--- config.mk ---
export PLATFORM = sky130hd
export DESIGN_NAME = acmux_top
export DESIGN_NICKNAME = d
export VERILOG_FILES = /design/src/include/acmux_pkg.sv /design/src/core/acmux_prescaler.sv /design/src/core/acmux_top.sv
export SDC_FILE = /design/constraint.sdc
export NUM_CORES = 1
export LEC_CHECK = 0
export ABC_AREA = 1
export BUFFER_PORTS_ARGS = -buffer_cell sky130_fd_sc_hd__buf_2
export CAP_MARGIN = 15
export CORE_MARGIN = 1.5
export CORE_UTILIZATION = 46
export DETAILED_ROUTE_END_ITERATION = 6
export GPL_ROUTABILITY_DRIVEN = 0
export GPL_TIMING_DRIVEN = 0
export PLACE_DENSITY = 0.76
export SYNTH_ARGS = -nofsm -noshare
export SYNTH_HDL_FRONTEND = slang
export SYNTH_HIERARCHICAL = 1
export SYNTH_SLANG_ARGS = --single-unit
--- constraint.sdc ---
create_clock -name aclk -period 2 [get_ports aclk]
set_input_delay 0.2 -clock aclk [delete_from_list [all_inputs] [get_ports aclk]]
set_output_delay 0.2 -clock aclk [all_outputs]
set_load 0.01 [all_outputs]
--- src/include/acmux_pkg.sv ---
package acmux_pkg;

  // register byte addresses
  localparam logic [7:0] OFF_CSRA = 8'h00;
  localparam logic [7:0] OFF_CSRB = 8'h04;
  localparam logic [7:0] OFF_MUXSEL = 8'h08;
  localparam logic [7:0] OFF_CMP_DIS = 8'h0c;
  localparam logic [7:0] OFF_RES_LO = 8'h10;
  localparam logic [7:0] OFF_RES_HI = 8'h14;
  localparam logic [7:0] OFF_IRQ_ST = 8'h18;
  localparam logic [7:0] OFF_IRQ_MSK = 8'h1c;

  // control/status a field positions
  localparam int CSRA_EN = 7;
  localparam int CSRA_SC = 6;
  localparam int CSRA_ATE = 5;
  localparam int CSRA_IF = 4;
  localparam int CSRA_IE = 3;
  // control/status b, mux select
  localparam int CSRB_MUXEN = 6;
  localparam int MUXSEL_LADJ = 5;
  // irq status / mask bits
  localparam int IRQ_DONE = 0;
  localparam int IRQ_DROP = 1;

  // reset values
  localparam logic [7:0] RST_CSRA = 8'h00;
  localparam logic [7:0] RST_CSRB = 8'h00;
  localparam logic [7:0] RST_MUXSEL = 8'h00;
  localparam logic [1:0] RST_CMP_DIS = 2'h0;
  localparam logic [9:0] RST_RESULT = 10'h000;

  // conversion lengths in converter clock cycles
  localparam logic [4:0] FIRST_CONV_CLKS = 5'h19;
  localparam logic [4:0] NORMAL_CONV_CLKS = 5'h0d;

  // channel codes
  localparam logic [3:0] CH_BANDGAP = 4'he;
  localparam logic [3:0] CH_GROUND = 4'hf;

  localparam int TRIG_N = 8;

  localparam logic [1:0] RESP_OKAY = 2'h0;
  localparam logic [1:0] RESP_SLVERR = 2'h2;

  typedef enum logic {
    CONV_IDLE,
    CONV_BUSY
  } acmux_conv_state_t;

  // control to the analogue converter
  typedef struct packed {
    logic enable;
    logic active;
    logic pin_valid;
    logic [2:0] pin_channel;
    logic bandgap;
    logic ground;
  } acmux_conv_ctl_t;

  // comparator negative input selection
  typedef struct packed {
    logic from_mux;
    logic [2:0] channel;
  } acmux_cmp_neg_t;

endpackage

--- src/core/acmux_prescaler.sv ---
`timescale 1ns/10ps
module acmux_prescaler #(
  parameter int CNT_W = 7
) (
  // clock and reset
  input wire logic aclk,
  input wire logic aresetn,
  // control
  input wire logic run,
  input wire logic [2:0] sel,
  // converter clock tick
  output logic tick
);

  logic [CNT_W-1:0] cnt_q;
  logic [CNT_W-1:0] term;
  logic tick_q;

  // 000 and 001 both divide by two
  always_comb begin
    if (sel <= 3'h1) begin
      term = CNT_W'(1);
    end else begin
      term = CNT_W'((1 << sel) - 1);
    end
  end

  always_ff @(posedge aclk) begin
    if (!aresetn || !run) begin
      cnt_q <= '0;
    end else if (cnt_q >= term) begin
      cnt_q <= '0;
    end else begin
      cnt_q <= cnt_q + CNT_W'(1);
    end
  end

  always_ff @(posedge aclk) begin
    if (!aresetn) begin
      tick_q <= 1'b0;
    end else begin
      tick_q <= run && (cnt_q >= term);
    end
  end

  assign tick = tick_q;

endmodule

--- src/core/acmux_top.sv ---
`timescale 1ns/10ps
// Overview of operation
// - mux enable set, converter off: low channel bits pick comparator negative input
// - mux enable clear or converter on: dedicated negative pin feeds comparator
// - bits 7..2 of comparator input disable register read zero
// - pin input disable bit set: buffer off, port input bit reads zero
// - channel codes 0-7 pins, 14 bandgap, 15 ground, 8-13 reserved
// - converter enable bit turns converter on; clearing it aborts a conversion
// - writing start bit one starts a conversion
// - first conversion after enabling lasts 25 converter clocks, later ones 13
// - start bit reads one while busy; writing zero does nothing
// - auto trigger: rising edge of selected trigger starts a conversion
// - complete flag set when conversion ends and result is stored
// - interrupt only with global enable set and either flag plus enable bit, or drop flag plus drop mask, set
// - flag cleared by interrupt acknowledge or by writing one
// - prescaler select divides system clock by 2 to 128
// - after low byte read, result frozen until high byte read
// - result right adjusted by default, left adjusted when bit set
module acmux_top (
  // clock and reset
  input wire logic aclk,
  input wire logic aresetn,
  // axi4-lite write address
  input wire logic [7:0] awaddr,
  input wire logic [2:0] awprot,
  input wire logic awvalid,
  output logic awready,
  // axi4-lite write data
  input wire logic [31:0] wdata,
  input wire logic [3:0] wstrb,
  input wire logic wvalid,
  output logic wready,
  // axi4-lite write response
  output logic [1:0] bresp,
  output logic bvalid,
  input wire logic bready,
  // axi4-lite read address
  input wire logic [7:0] araddr,
  input wire logic [2:0] arprot,
  input wire logic arvalid,
  output logic arready,
  // axi4-lite read data
  output logic [31:0] rdata,
  output logic [1:0] rresp,
  output logic rvalid,
  input wire logic rready,
  // interrupt
  input wire logic global_irq_enable,
  input wire logic irq_vector_ack,
  output logic irq,
  // conversion triggers and analogue side
  input wire logic [acmux_pkg::TRIG_N-1:0] trigger,
  input wire logic [9:0] conv_result,
  output acmux_pkg::acmux_conv_ctl_t conv_ctl,
  // comparator
  output acmux_pkg::acmux_cmp_neg_t cmp_neg,
  input wire logic [1:0] cmp_pin,
  output logic [1:0] cmp_pin_buf_en,
  output logic [1:0] cmp_pin_read
);

  // bus state
  logic aw_got_q;
  logic w_got_q;
  logic [7:0] aw_addr_q;
  logic [7:0] w_data_q;
  logic w_lane_q;
  logic bvalid_q;
  logic [1:0] bresp_q;
  logic rvalid_q;
  logic [31:0] rdata_q;
  logic [1:0] rresp_q;
  logic do_wr;
  logic ar_hs;
  logic [7:0] rd_val;
  logic rd_hit;

  // registers
  logic en_q;
  logic ate_q;
  logic ie_q;
  logic [2:0] ps_q;
  logic muxen_q;
  logic [2:0] ts_q;
  logic ladj_q;
  logic [3:0] ch_q;
  logic [1:0] dis_q;
  logic drop_mask_q;
  logic flag_q;
  logic drop_q;
  logic [9:0] res_q;
  logic lock_q;

  // engine
  acmux_pkg::acmux_conv_state_t state_q;
  logic [4:0] tcnt_q;
  logic [4:0] target_q;
  logic first_q;
  logic trig_prev_q;
  logic tick;
  logic wr_csra;
  logic en_next;
  logic en_rise;
  logic trig_rise;
  logic start_go;
  logic kill;
  logic conv_done;

  // pin synchronisers
  logic [1:0] pin_s1_q;
  logic [1:0] pin_s2_q;
  logic [1:0] pin_s3_q;
  logic [1:0] pin_q;

  function automatic logic is_mapped(input logic [7:0] a);
    return a == acmux_pkg::OFF_CSRA || a == acmux_pkg::OFF_CSRB
        || a == acmux_pkg::OFF_MUXSEL || a == acmux_pkg::OFF_CMP_DIS
        || a == acmux_pkg::OFF_RES_LO || a == acmux_pkg::OFF_RES_HI
        || a == acmux_pkg::OFF_IRQ_ST || a == acmux_pkg::OFF_IRQ_MSK;
  endfunction

  function automatic logic wsel(input logic [7:0] a, input logic [7:0] off, input logic go);
    return go && (a == off);
  endfunction

  // ---- axi4-lite write path
  assign awready = !aw_got_q;
  assign wready = !w_got_q;
  assign do_wr = aw_got_q && w_got_q && !bvalid_q;

  always_ff @(posedge aclk) begin
    if (!aresetn) begin
      aw_got_q <= 1'b0;
      aw_addr_q <= 8'h00;
    end else if (awvalid && !aw_got_q) begin
      aw_got_q <= 1'b1;
      aw_addr_q <= awaddr;
    end else if (do_wr) begin
      aw_got_q <= 1'b0;
    end
  end

  always_ff @(posedge aclk) begin
    if (!aresetn) begin
      w_got_q <= 1'b0;
      w_data_q <= 8'h00;
      w_lane_q <= 1'b0;
    end else if (wvalid && !w_got_q) begin
      w_got_q <= 1'b1;
      w_data_q <= wdata[7:0];
      w_lane_q <= wstrb[0];
    end else if (do_wr) begin
      w_got_q <= 1'b0;
    end
  end

  always_ff @(posedge aclk) begin
    if (!aresetn) begin
      bvalid_q <= 1'b0;
      bresp_q <= acmux_pkg::RESP_OKAY;
    end else if (do_wr) begin
      bvalid_q <= 1'b1;
      bresp_q <= is_mapped(aw_addr_q) ? acmux_pkg::RESP_OKAY : acmux_pkg::RESP_SLVERR;
    end else if (bready) begin
      bvalid_q <= 1'b0;
    end
  end

  assign bvalid = bvalid_q;
  assign bresp = bresp_q;

  // ---- axi4-lite read path
  assign arready = !rvalid_q;
  assign ar_hs = arvalid && !rvalid_q;

  always_comb begin
    rd_hit = 1'b1;
    unique case (araddr)
      acmux_pkg::OFF_CSRA: rd_val = {en_q, state_q == acmux_pkg::CONV_BUSY,
                                     ate_q, flag_q, ie_q, ps_q};
      acmux_pkg::OFF_CSRB: rd_val = {1'b0, muxen_q, 3'h0, ts_q};
      acmux_pkg::OFF_MUXSEL: rd_val = {2'h0, ladj_q, 1'b0, ch_q};
      acmux_pkg::OFF_CMP_DIS: rd_val = {6'h00, dis_q};
      acmux_pkg::OFF_RES_LO: rd_val = ladj_q ? {res_q[1:0], 6'h00} : res_q[7:0];
      acmux_pkg::OFF_RES_HI: rd_val = ladj_q ? res_q[9:2] : {6'h00, res_q[9:8]};
      acmux_pkg::OFF_IRQ_ST: rd_val = {6'h00, drop_q, flag_q};
      acmux_pkg::OFF_IRQ_MSK: rd_val = {6'h00, drop_mask_q, ie_q};
      default: begin
        rd_val = 8'h00;
        rd_hit = 1'b0;
      end
    endcase
  end

  always_ff @(posedge aclk) begin
    if (!aresetn) begin
      rvalid_q <= 1'b0;
      rdata_q <= 32'h0000_0000;
      rresp_q <= acmux_pkg::RESP_OKAY;
    end else if (ar_hs) begin
      rvalid_q <= 1'b1;
      rdata_q <= {24'h00_0000, rd_val};
      rresp_q <= rd_hit ? acmux_pkg::RESP_OKAY : acmux_pkg::RESP_SLVERR;
    end else if (rready) begin
      rvalid_q <= 1'b0;
    end
  end

  assign rvalid = rvalid_q;
  assign rdata = rdata_q;
  assign rresp = rresp_q;

  // ---- control registers
  assign wr_csra = wsel(aw_addr_q, acmux_pkg::OFF_CSRA, do_wr && w_lane_q);

  always_ff @(posedge aclk) begin
    if (!aresetn) begin
      en_q <= acmux_pkg::RST_CSRA[acmux_pkg::CSRA_EN];
      ate_q <= acmux_pkg::RST_CSRA[acmux_pkg::CSRA_ATE];
      ie_q <= acmux_pkg::RST_CSRA[acmux_pkg::CSRA_IE];
      ps_q <= acmux_pkg::RST_CSRA[2:0];
    end else if (wr_csra) begin
      en_q <= w_data_q[acmux_pkg::CSRA_EN];
      ate_q <= w_data_q[acmux_pkg::CSRA_ATE];
      ie_q <= w_data_q[acmux_pkg::CSRA_IE];
      ps_q <= w_data_q[2:0];
    end else if (wsel(aw_addr_q, acmux_pkg::OFF_IRQ_MSK, do_wr && w_lane_q)) begin
      ie_q <= w_data_q[acmux_pkg::IRQ_DONE];
    end
  end

  always_ff @(posedge aclk) begin
    if (!aresetn) begin
      drop_mask_q <= 1'b0;
    end else if (wsel(aw_addr_q, acmux_pkg::OFF_IRQ_MSK, do_wr && w_lane_q)) begin
      drop_mask_q <= w_data_q[acmux_pkg::IRQ_DROP];
    end
  end

  always_ff @(posedge aclk) begin
    if (!aresetn) begin
      muxen_q <= acmux_pkg::RST_CSRB[acmux_pkg::CSRB_MUXEN];
      ts_q <= acmux_pkg::RST_CSRB[2:0];
    end else if (wsel(aw_addr_q, acmux_pkg::OFF_CSRB, do_wr && w_lane_q)) begin
      muxen_q <= w_data_q[acmux_pkg::CSRB_MUXEN];
      ts_q <= w_data_q[2:0];
    end
  end

  always_ff @(posedge aclk) begin
    if (!aresetn) begin
      ladj_q <= acmux_pkg::RST_MUXSEL[acmux_pkg::MUXSEL_LADJ];
      ch_q <= acmux_pkg::RST_MUXSEL[3:0];
    end else if (wsel(aw_addr_q, acmux_pkg::OFF_MUXSEL, do_wr && w_lane_q)) begin
      ladj_q <= w_data_q[acmux_pkg::MUXSEL_LADJ];
      ch_q <= w_data_q[3:0];
    end
  end

  always_ff @(posedge aclk) begin
    if (!aresetn) begin
      dis_q <= acmux_pkg::RST_CMP_DIS;
    end else if (wsel(aw_addr_q, acmux_pkg::OFF_CMP_DIS, do_wr && w_lane_q)) begin
      dis_q <= w_data_q[1:0];
    end
  end

  // ---- converter clock
  acmux_prescaler #(
    .CNT_W(7)
  ) u_prescaler (
    .aclk(aclk),
    .aresetn(aresetn),
    .run(en_q),
    .sel(ps_q),
    .tick(tick)
  );

  // ---- conversion engine
  assign en_next = wr_csra ? w_data_q[acmux_pkg::CSRA_EN] : en_q;
  assign en_rise = wr_csra && w_data_q[acmux_pkg::CSRA_EN] && !en_q;
  assign kill = wr_csra && !w_data_q[acmux_pkg::CSRA_EN];
  assign trig_rise = trigger[ts_q] && !trig_prev_q;
  // writing zero to the start bit is simply not a start
  assign start_go = state_q == acmux_pkg::CONV_IDLE && en_next
      && ((wr_csra && w_data_q[acmux_pkg::CSRA_SC])
          || (ate_q && trig_rise));
  assign conv_done = state_q == acmux_pkg::CONV_BUSY && tick && !kill
      && tcnt_q == target_q - 5'h01;

  always_ff @(posedge aclk) begin
    if (!aresetn) begin
      trig_prev_q <= 1'b0;
    end else begin
      trig_prev_q <= trigger[ts_q];
    end
  end

  always_ff @(posedge aclk) begin
    if (!aresetn) begin
      first_q <= 1'b0;
    end else if (start_go) begin
      first_q <= 1'b0;
    end else if (en_rise) begin
      first_q <= 1'b1;
    end
  end

  always_ff @(posedge aclk) begin
    if (!aresetn) begin
      state_q <= acmux_pkg::CONV_IDLE;
      tcnt_q <= 5'h00;
      target_q <= acmux_pkg::NORMAL_CONV_CLKS;
    end else if (kill) begin
      state_q <= acmux_pkg::CONV_IDLE;
      tcnt_q <= 5'h00;
    end else begin
      unique case (state_q)
        acmux_pkg::CONV_IDLE: begin
          if (start_go) begin
            state_q <= acmux_pkg::CONV_BUSY;
            tcnt_q <= 5'h00;
            target_q <= (first_q || en_rise) ? acmux_pkg::FIRST_CONV_CLKS
                                             : acmux_pkg::NORMAL_CONV_CLKS;
          end
        end
        acmux_pkg::CONV_BUSY: begin
          if (conv_done) begin
            state_q <= acmux_pkg::CONV_IDLE;
          end else if (tick) begin
            tcnt_q <= tcnt_q + 5'h01;
          end
        end
      endcase
    end
  end

  // ---- result and read lock
  always_ff @(posedge aclk) begin
    if (!aresetn) begin
      res_q <= acmux_pkg::RST_RESULT;
    end else if (conv_done && !lock_q) begin
      res_q <= conv_result;
    end
  end

  always_ff @(posedge aclk) begin
    if (!aresetn) begin
      lock_q <= 1'b0;
    end else if (ar_hs && araddr == acmux_pkg::OFF_RES_LO) begin
      lock_q <= 1'b1;
    end else if (ar_hs && araddr == acmux_pkg::OFF_RES_HI) begin
      lock_q <= 1'b0;
    end
  end

  // ---- sticky flags, set wins over clear
  always_ff @(posedge aclk) begin
    if (!aresetn) begin
      flag_q <= 1'b0;
    end else begin
      flag_q <= (conv_done && !lock_q)
          || (flag_q && !(irq_vector_ack
              || (wr_csra && w_data_q[acmux_pkg::CSRA_IF])
              || (wsel(aw_addr_q, acmux_pkg::OFF_IRQ_ST, do_wr && w_lane_q)
                  && w_data_q[acmux_pkg::IRQ_DONE])));
    end
  end

  // conversion finished while the result was locked
  always_ff @(posedge aclk) begin
    if (!aresetn) begin
      drop_q <= 1'b0;
    end else begin
      drop_q <= (conv_done && lock_q)
          || (drop_q && !(wsel(aw_addr_q, acmux_pkg::OFF_IRQ_ST, do_wr && w_lane_q)
              && w_data_q[acmux_pkg::IRQ_DROP]));
    end
  end

  assign irq = global_irq_enable
      && ((flag_q && ie_q) || (drop_q && drop_mask_q));

  // ---- analogue selection
  always_comb begin
    conv_ctl.enable = en_q;
    conv_ctl.active = state_q == acmux_pkg::CONV_BUSY;
    conv_ctl.pin_valid = !ch_q[3];
    conv_ctl.pin_channel = ch_q[2:0];
    conv_ctl.bandgap = ch_q == acmux_pkg::CH_BANDGAP;
    conv_ctl.ground = ch_q == acmux_pkg::CH_GROUND;
    cmp_neg.from_mux = muxen_q && !en_q;
    cmp_neg.channel = (muxen_q && !en_q) ? ch_q[2:0] : 3'h0;
  end

  // ---- comparator pin inputs
  for (genvar i = 0; i < 2; i++) begin : g_pin
    always_ff @(posedge aclk) begin
      if (!aresetn) begin
        pin_s1_q[i] <= 1'b0;
        pin_s2_q[i] <= 1'b0;
        pin_s3_q[i] <= 1'b0;
        pin_q[i] <= 1'b0;
      end else begin
        pin_s1_q[i] <= cmp_pin[i];
        pin_s2_q[i] <= pin_s1_q[i];
        pin_s3_q[i] <= pin_s2_q[i];
        if (pin_s2_q[i] == pin_s3_q[i]) begin
          pin_q[i] <= pin_s3_q[i];
        end
      end
    end
    assign cmp_pin_buf_en[i] = !dis_q[i];
    assign cmp_pin_read[i] = pin_q[i] && !dis_q[i];
  end

endmodule

==> impl_metrics.env <==
export IMPL_outcome="finished clean"
export IMPL_hold_violations=0
export IMPL_synth_main_ff_cell="dfxtp_1"
export IMPL_setup_viol=0
export IMPL_critPathMostFrequentCell="inv_2"
export IMPL_area_growth_pct=21.9
export IMPL_synth_mux_area_share_pct=0
export IMPL_cp_required_ns=2.31
export IMPL_drc_errors=0
export IMPL_routedWlPerCell_um=12.8
export IMPL_synth_edf_count=0
export IMPL_yosysTopAreaCell="dfxtp_1"
export IMPL_reg2reg_to="u_prescaler/cnt_q[4]"
export IMPL_vias_per_cell=5.01
export IMPL_avgSynthCellArea_um2=7.15
export IMPL_power_total_uw=3310
export IMPL_multi_input_area_um2=2270
export IMPL_layout_drive_gt1_share_pct=24.8
export IMPL_die_x_um=102
export IMPL_worst_setup_path_type="reg2reg"
export IMPL_htree_levels=3
export IMPL_leakagePower_uw=0.00246
export IMPL_cts_buffers=9
export IMPL_rr_startpoint="ps_q[1]"
export IMPL_core_area_um2=9640
export IMPL_critPathCaptureType="register"
export IMPL_regArea_um2=1770
export IMPL_grt_pass1_vias=3938
export IMPL_cp_num_buf_inv=2
export IMPL_tightestPinTransition_ns=0.585
export IMPL_clk_path_buf_depth=2
export IMPL_clock_sinks=88
export IMPL_synthCells=633
export IMPL_synthAdderAreaFrac_pct=3.04
export IMPL_cp_max_fo=7
export IMPL_synth_seq_cells=88
export IMPL_num_io_pins=145
export IMPL_slowest_delay_ns=0.38
export IMPL_io_buffers=85
export IMPL_antenna_found_initial=0
export IMPL_root_buffer="clkbuf_8"
export IMPL_worstHoldPathType="in2reg"
export IMPL_drtAntennaViolNets=0
export IMPL_period_minus_slack_ns=1.98
export IMPL_num_nets_final=858
export IMPL_std_cell_rows=36
export IMPL_clock_latency_ns=0.36
export IMPL_rsz0062_at_grt="true"
export IMPL_synth_xor_area_share_pct=0.967
export IMPL_yosysSeqAreaShare_pct=38.9
export IMPL_fmax_ghz=0.504
export IMPL_hpwl_um=8710
export IMPL_synth_cell_area_um2=4530
export IMPL_grt_ovfl_total=0
export IMPL_fin_crit_sh_pct=99.2
export IMPL_crit_family="adder cells"
export IMPL_grt_pass1_wl_um=17900
export IMPL_slew_headroom_pct=61.0
export IMPL_vdd_drop_max_mv=0.403
export IMPL_hp_start="cmp_pin[0]"
export IMPL_rr_worst_depth=12
export IMPL_fin_cells=898
export IMPL_whs_path_depth=3
export IMPL_clk_pin_slew_ns=0.10
export IMPL_die_y_um=102
export IMPL_dr_total_vias=4499
export IMPL_synth_top_area_share_pct=38.9
export IMPL_nFillCells=942
export IMPL_async_reset_ff_share_pct=0
export IMPL_cts_tree="built"
export IMPL_crit_chain="nor2_4 -> nand2_1 -> ha_2 -> inv_2 -> a21oi_2 -> o211ai_1 -> ha_1 -> nand2_2 -> inv_2 -> a21oi_4 -> nand3_4 -> nor2_1"
export IMPL_yosys_warnings=6
export IMPL_first_pass_iters=5
export IMPL_synth_top_family_by_area="simple AND/OR/NAND/NOR gates"
export IMPL_fin_tns_setup_ns=0
export IMPL_synthTopCellsByArea="dfxtp_1 (39%), nand2_1 (8.2%), inv_1 (7.5%)"
export IMPL_drt_iter0_markers=279
export IMPL_totalWireLength_um=11500
export IMPL_final_max_slew_viol_count=0
export IMPL_drv_cap=0
export IMPL_min_to="pin_s1_q[0]"
export IMPL_yosys_top_cells_count="nand2_1 (99), inv_1 (91), dfxtp_1 (88), nor2_1 (70), a21oi_1 (59)"
export IMPL_synth_compound_area_share_pct=17.3
export IMPL_start_util_pct=47.0
export IMPL_post_place_cells=876
export IMPL_crit_path_top_delay_cell="dfxtp_4"
export IMPL_grt_start_max_net_pins=17
export IMPL_yosysMostFrequentCell="nand2_1"
export IMPL_r2r_slack_ns=0.02
export IMPL_fin_skew_ns=0.0117
export IMPL_ys_types=41
export IMPL_p_per_area_nw_per_um2=601
export IMPL_critPathLaunchType="register"
export IMPL_die_area_um2=10400
export IMPL_antenna_cells=0
export IMPL_grt_usage_pct=21.9
export IMPL_synthSimpleGateAreaFrac_pct=25.1
export IMPL_timing_critical_path_arrival_ns=2.29
==> worst register-to-register path, stage by stage (launching register included) <==
cell and delay, ns:
dfxtp_4 0.38, nor2_4 0.05, nand2_1 0.06, ha_2 0.20
inv_2 0.06, a21oi_2 0.12, o211ai_1 0.12, ha_1 0.34
nand2_2 0.08, inv_2 0.05, a21oi_4 0.18, nand3_4 0.15
nor2_1 0.13
==> what timing repair did <==
item | in CTS | in global routing
pin swaps | 1 | 17
endpoints found under the setup margin | 8 | 8
hold buffers | 0 | 0
resized for setup | 13 | 13
buffers inserted | 3 | 3
==> sequential cells by signal, indices dropped and copies added (netlist names), 2 cells and up <==
| signal | flops |
|---|---|
| aw_addr_q | 8 |
| ch_q | 4 |
| dis_q | 2 |
| pin_q | 2 |
| pin_s1_q | 2 |
| pin_s2_q | 2 |
| pin_s3_q | 2 |
| ps_q | 3 |
| rdata | 8 |
| res_q | 10 |
| target_q | 2 |
| tcnt_q | 5 |
| ts_q | 3 |
| u_prescaler/cnt_q | 7 |
| w_data_q | 8 |
==> cell usage in the layout, fill, tap and decap left out, types with 3 or more instances in the layout <==
cell type   Yosys  routed
buf_2           1      86
dfxtp_4         0       3
nand2_1        99      95
ha_1           11       9
a21oi_2         2       3
o21ai_0        49      48
a211oi_1        4       4
nand3_1        30      30
clkbuf_8        0       9
nand2_2         5       9
buf_4          32      38
nand4_1         5       5
o211ai_1        4       4
nor2_4          4       6
xor2_1          3       3
inv_1          91      89
o21ai_1        10      11
inv_6           0       3
a21oi_1        59      57
nor2_2          5       7
conb_1          2      27
nor2_1         70      66
clkinvlp_4      0       3
dfxtp_1        88      85
nor3_1          9       9
nand3_2         4       3
o22ai_1         9       9
clkbuf_1       11      11
==> power by group <==
| part | internal [µW] | switching (µW) |
|---|---|---|
| sequential | 1790 | 31.9 |
| combinational | 138 | 211 |
| clock | 462 | 680 |
==> cells by family (layout without fill, tap and decap cells) <==
logic type	Yosys count	count (layout)
adders and majority gates	11	11
xor gates and xnor gates	5	5
AOI/OAI and AO/OA	144	144
other	2	27
DFF	88	88
and+or+nand+nor	244	244
buffers and inverters	139	246
==> through the flow <==
| stage | util (%) | hold slack, ns | cell area, µm² | setup slack, ns |
|---|---|---|---|---|
| after detailed placement | 54.1 | 0.389 | 5210 | -0.169 |
| after global routing | 57.2 | 0.000664 | 5520 | -0.0676 |
| after global placement | 54.1 | 0.386 | 5210 | -0.0531 |
| after CTS | 56.6 | 0.000340 | 5460 | 0.00516 |
| after floorplan | - | 0.298 | 4620 | 0.108 |
| final | 57.2 | 0.0123 | 5520 | 0.0157 |
==> layout make-up <==
cell class | count | area share (%)
buffer | 47 | 5.67
clock inverter | 7 | 0.975
tap | 133 | 3.02
timing repair buffer | 91 | 8.53
multi-input combinational | 431 | 41.2
sequential | 88 | 32.1
inverter | 92 | 6.26
clock buffer | 9 | 2.24
==> worst max-delay path by stage <==
stage             from                    to  slack [ns]  cells after the start
3_3_place_gp   ps_q[2]  u_prescaler/cnt_q[1]       -0.05                     12
3_5_place_dp   ps_q[0]  u_prescaler/cnt_q[1]       -0.17                     12
2_1_floorplan  ps_q[2]  u_prescaler/cnt_q[0]        0.11                     12
4_1_cts        ps_q[1]  u_prescaler/cnt_q[1]       0.005                     12
5_1_grt        ps_q[1]  u_prescaler/cnt_q[0]       -0.07                     12
6_report       ps_q[1]  u_prescaler/cnt_q[4]        0.02                     12
==> metal layers <==
layer	part of all wire, %	vias up	track usage (%)
met5	0	-	0
met4	1.8	0	8.01
met3	7.1	18	4.51
met2	46	167	36.0
met1	45	2071	28.5
li1	-	2243	-
(Power assumes the default switching activity.)
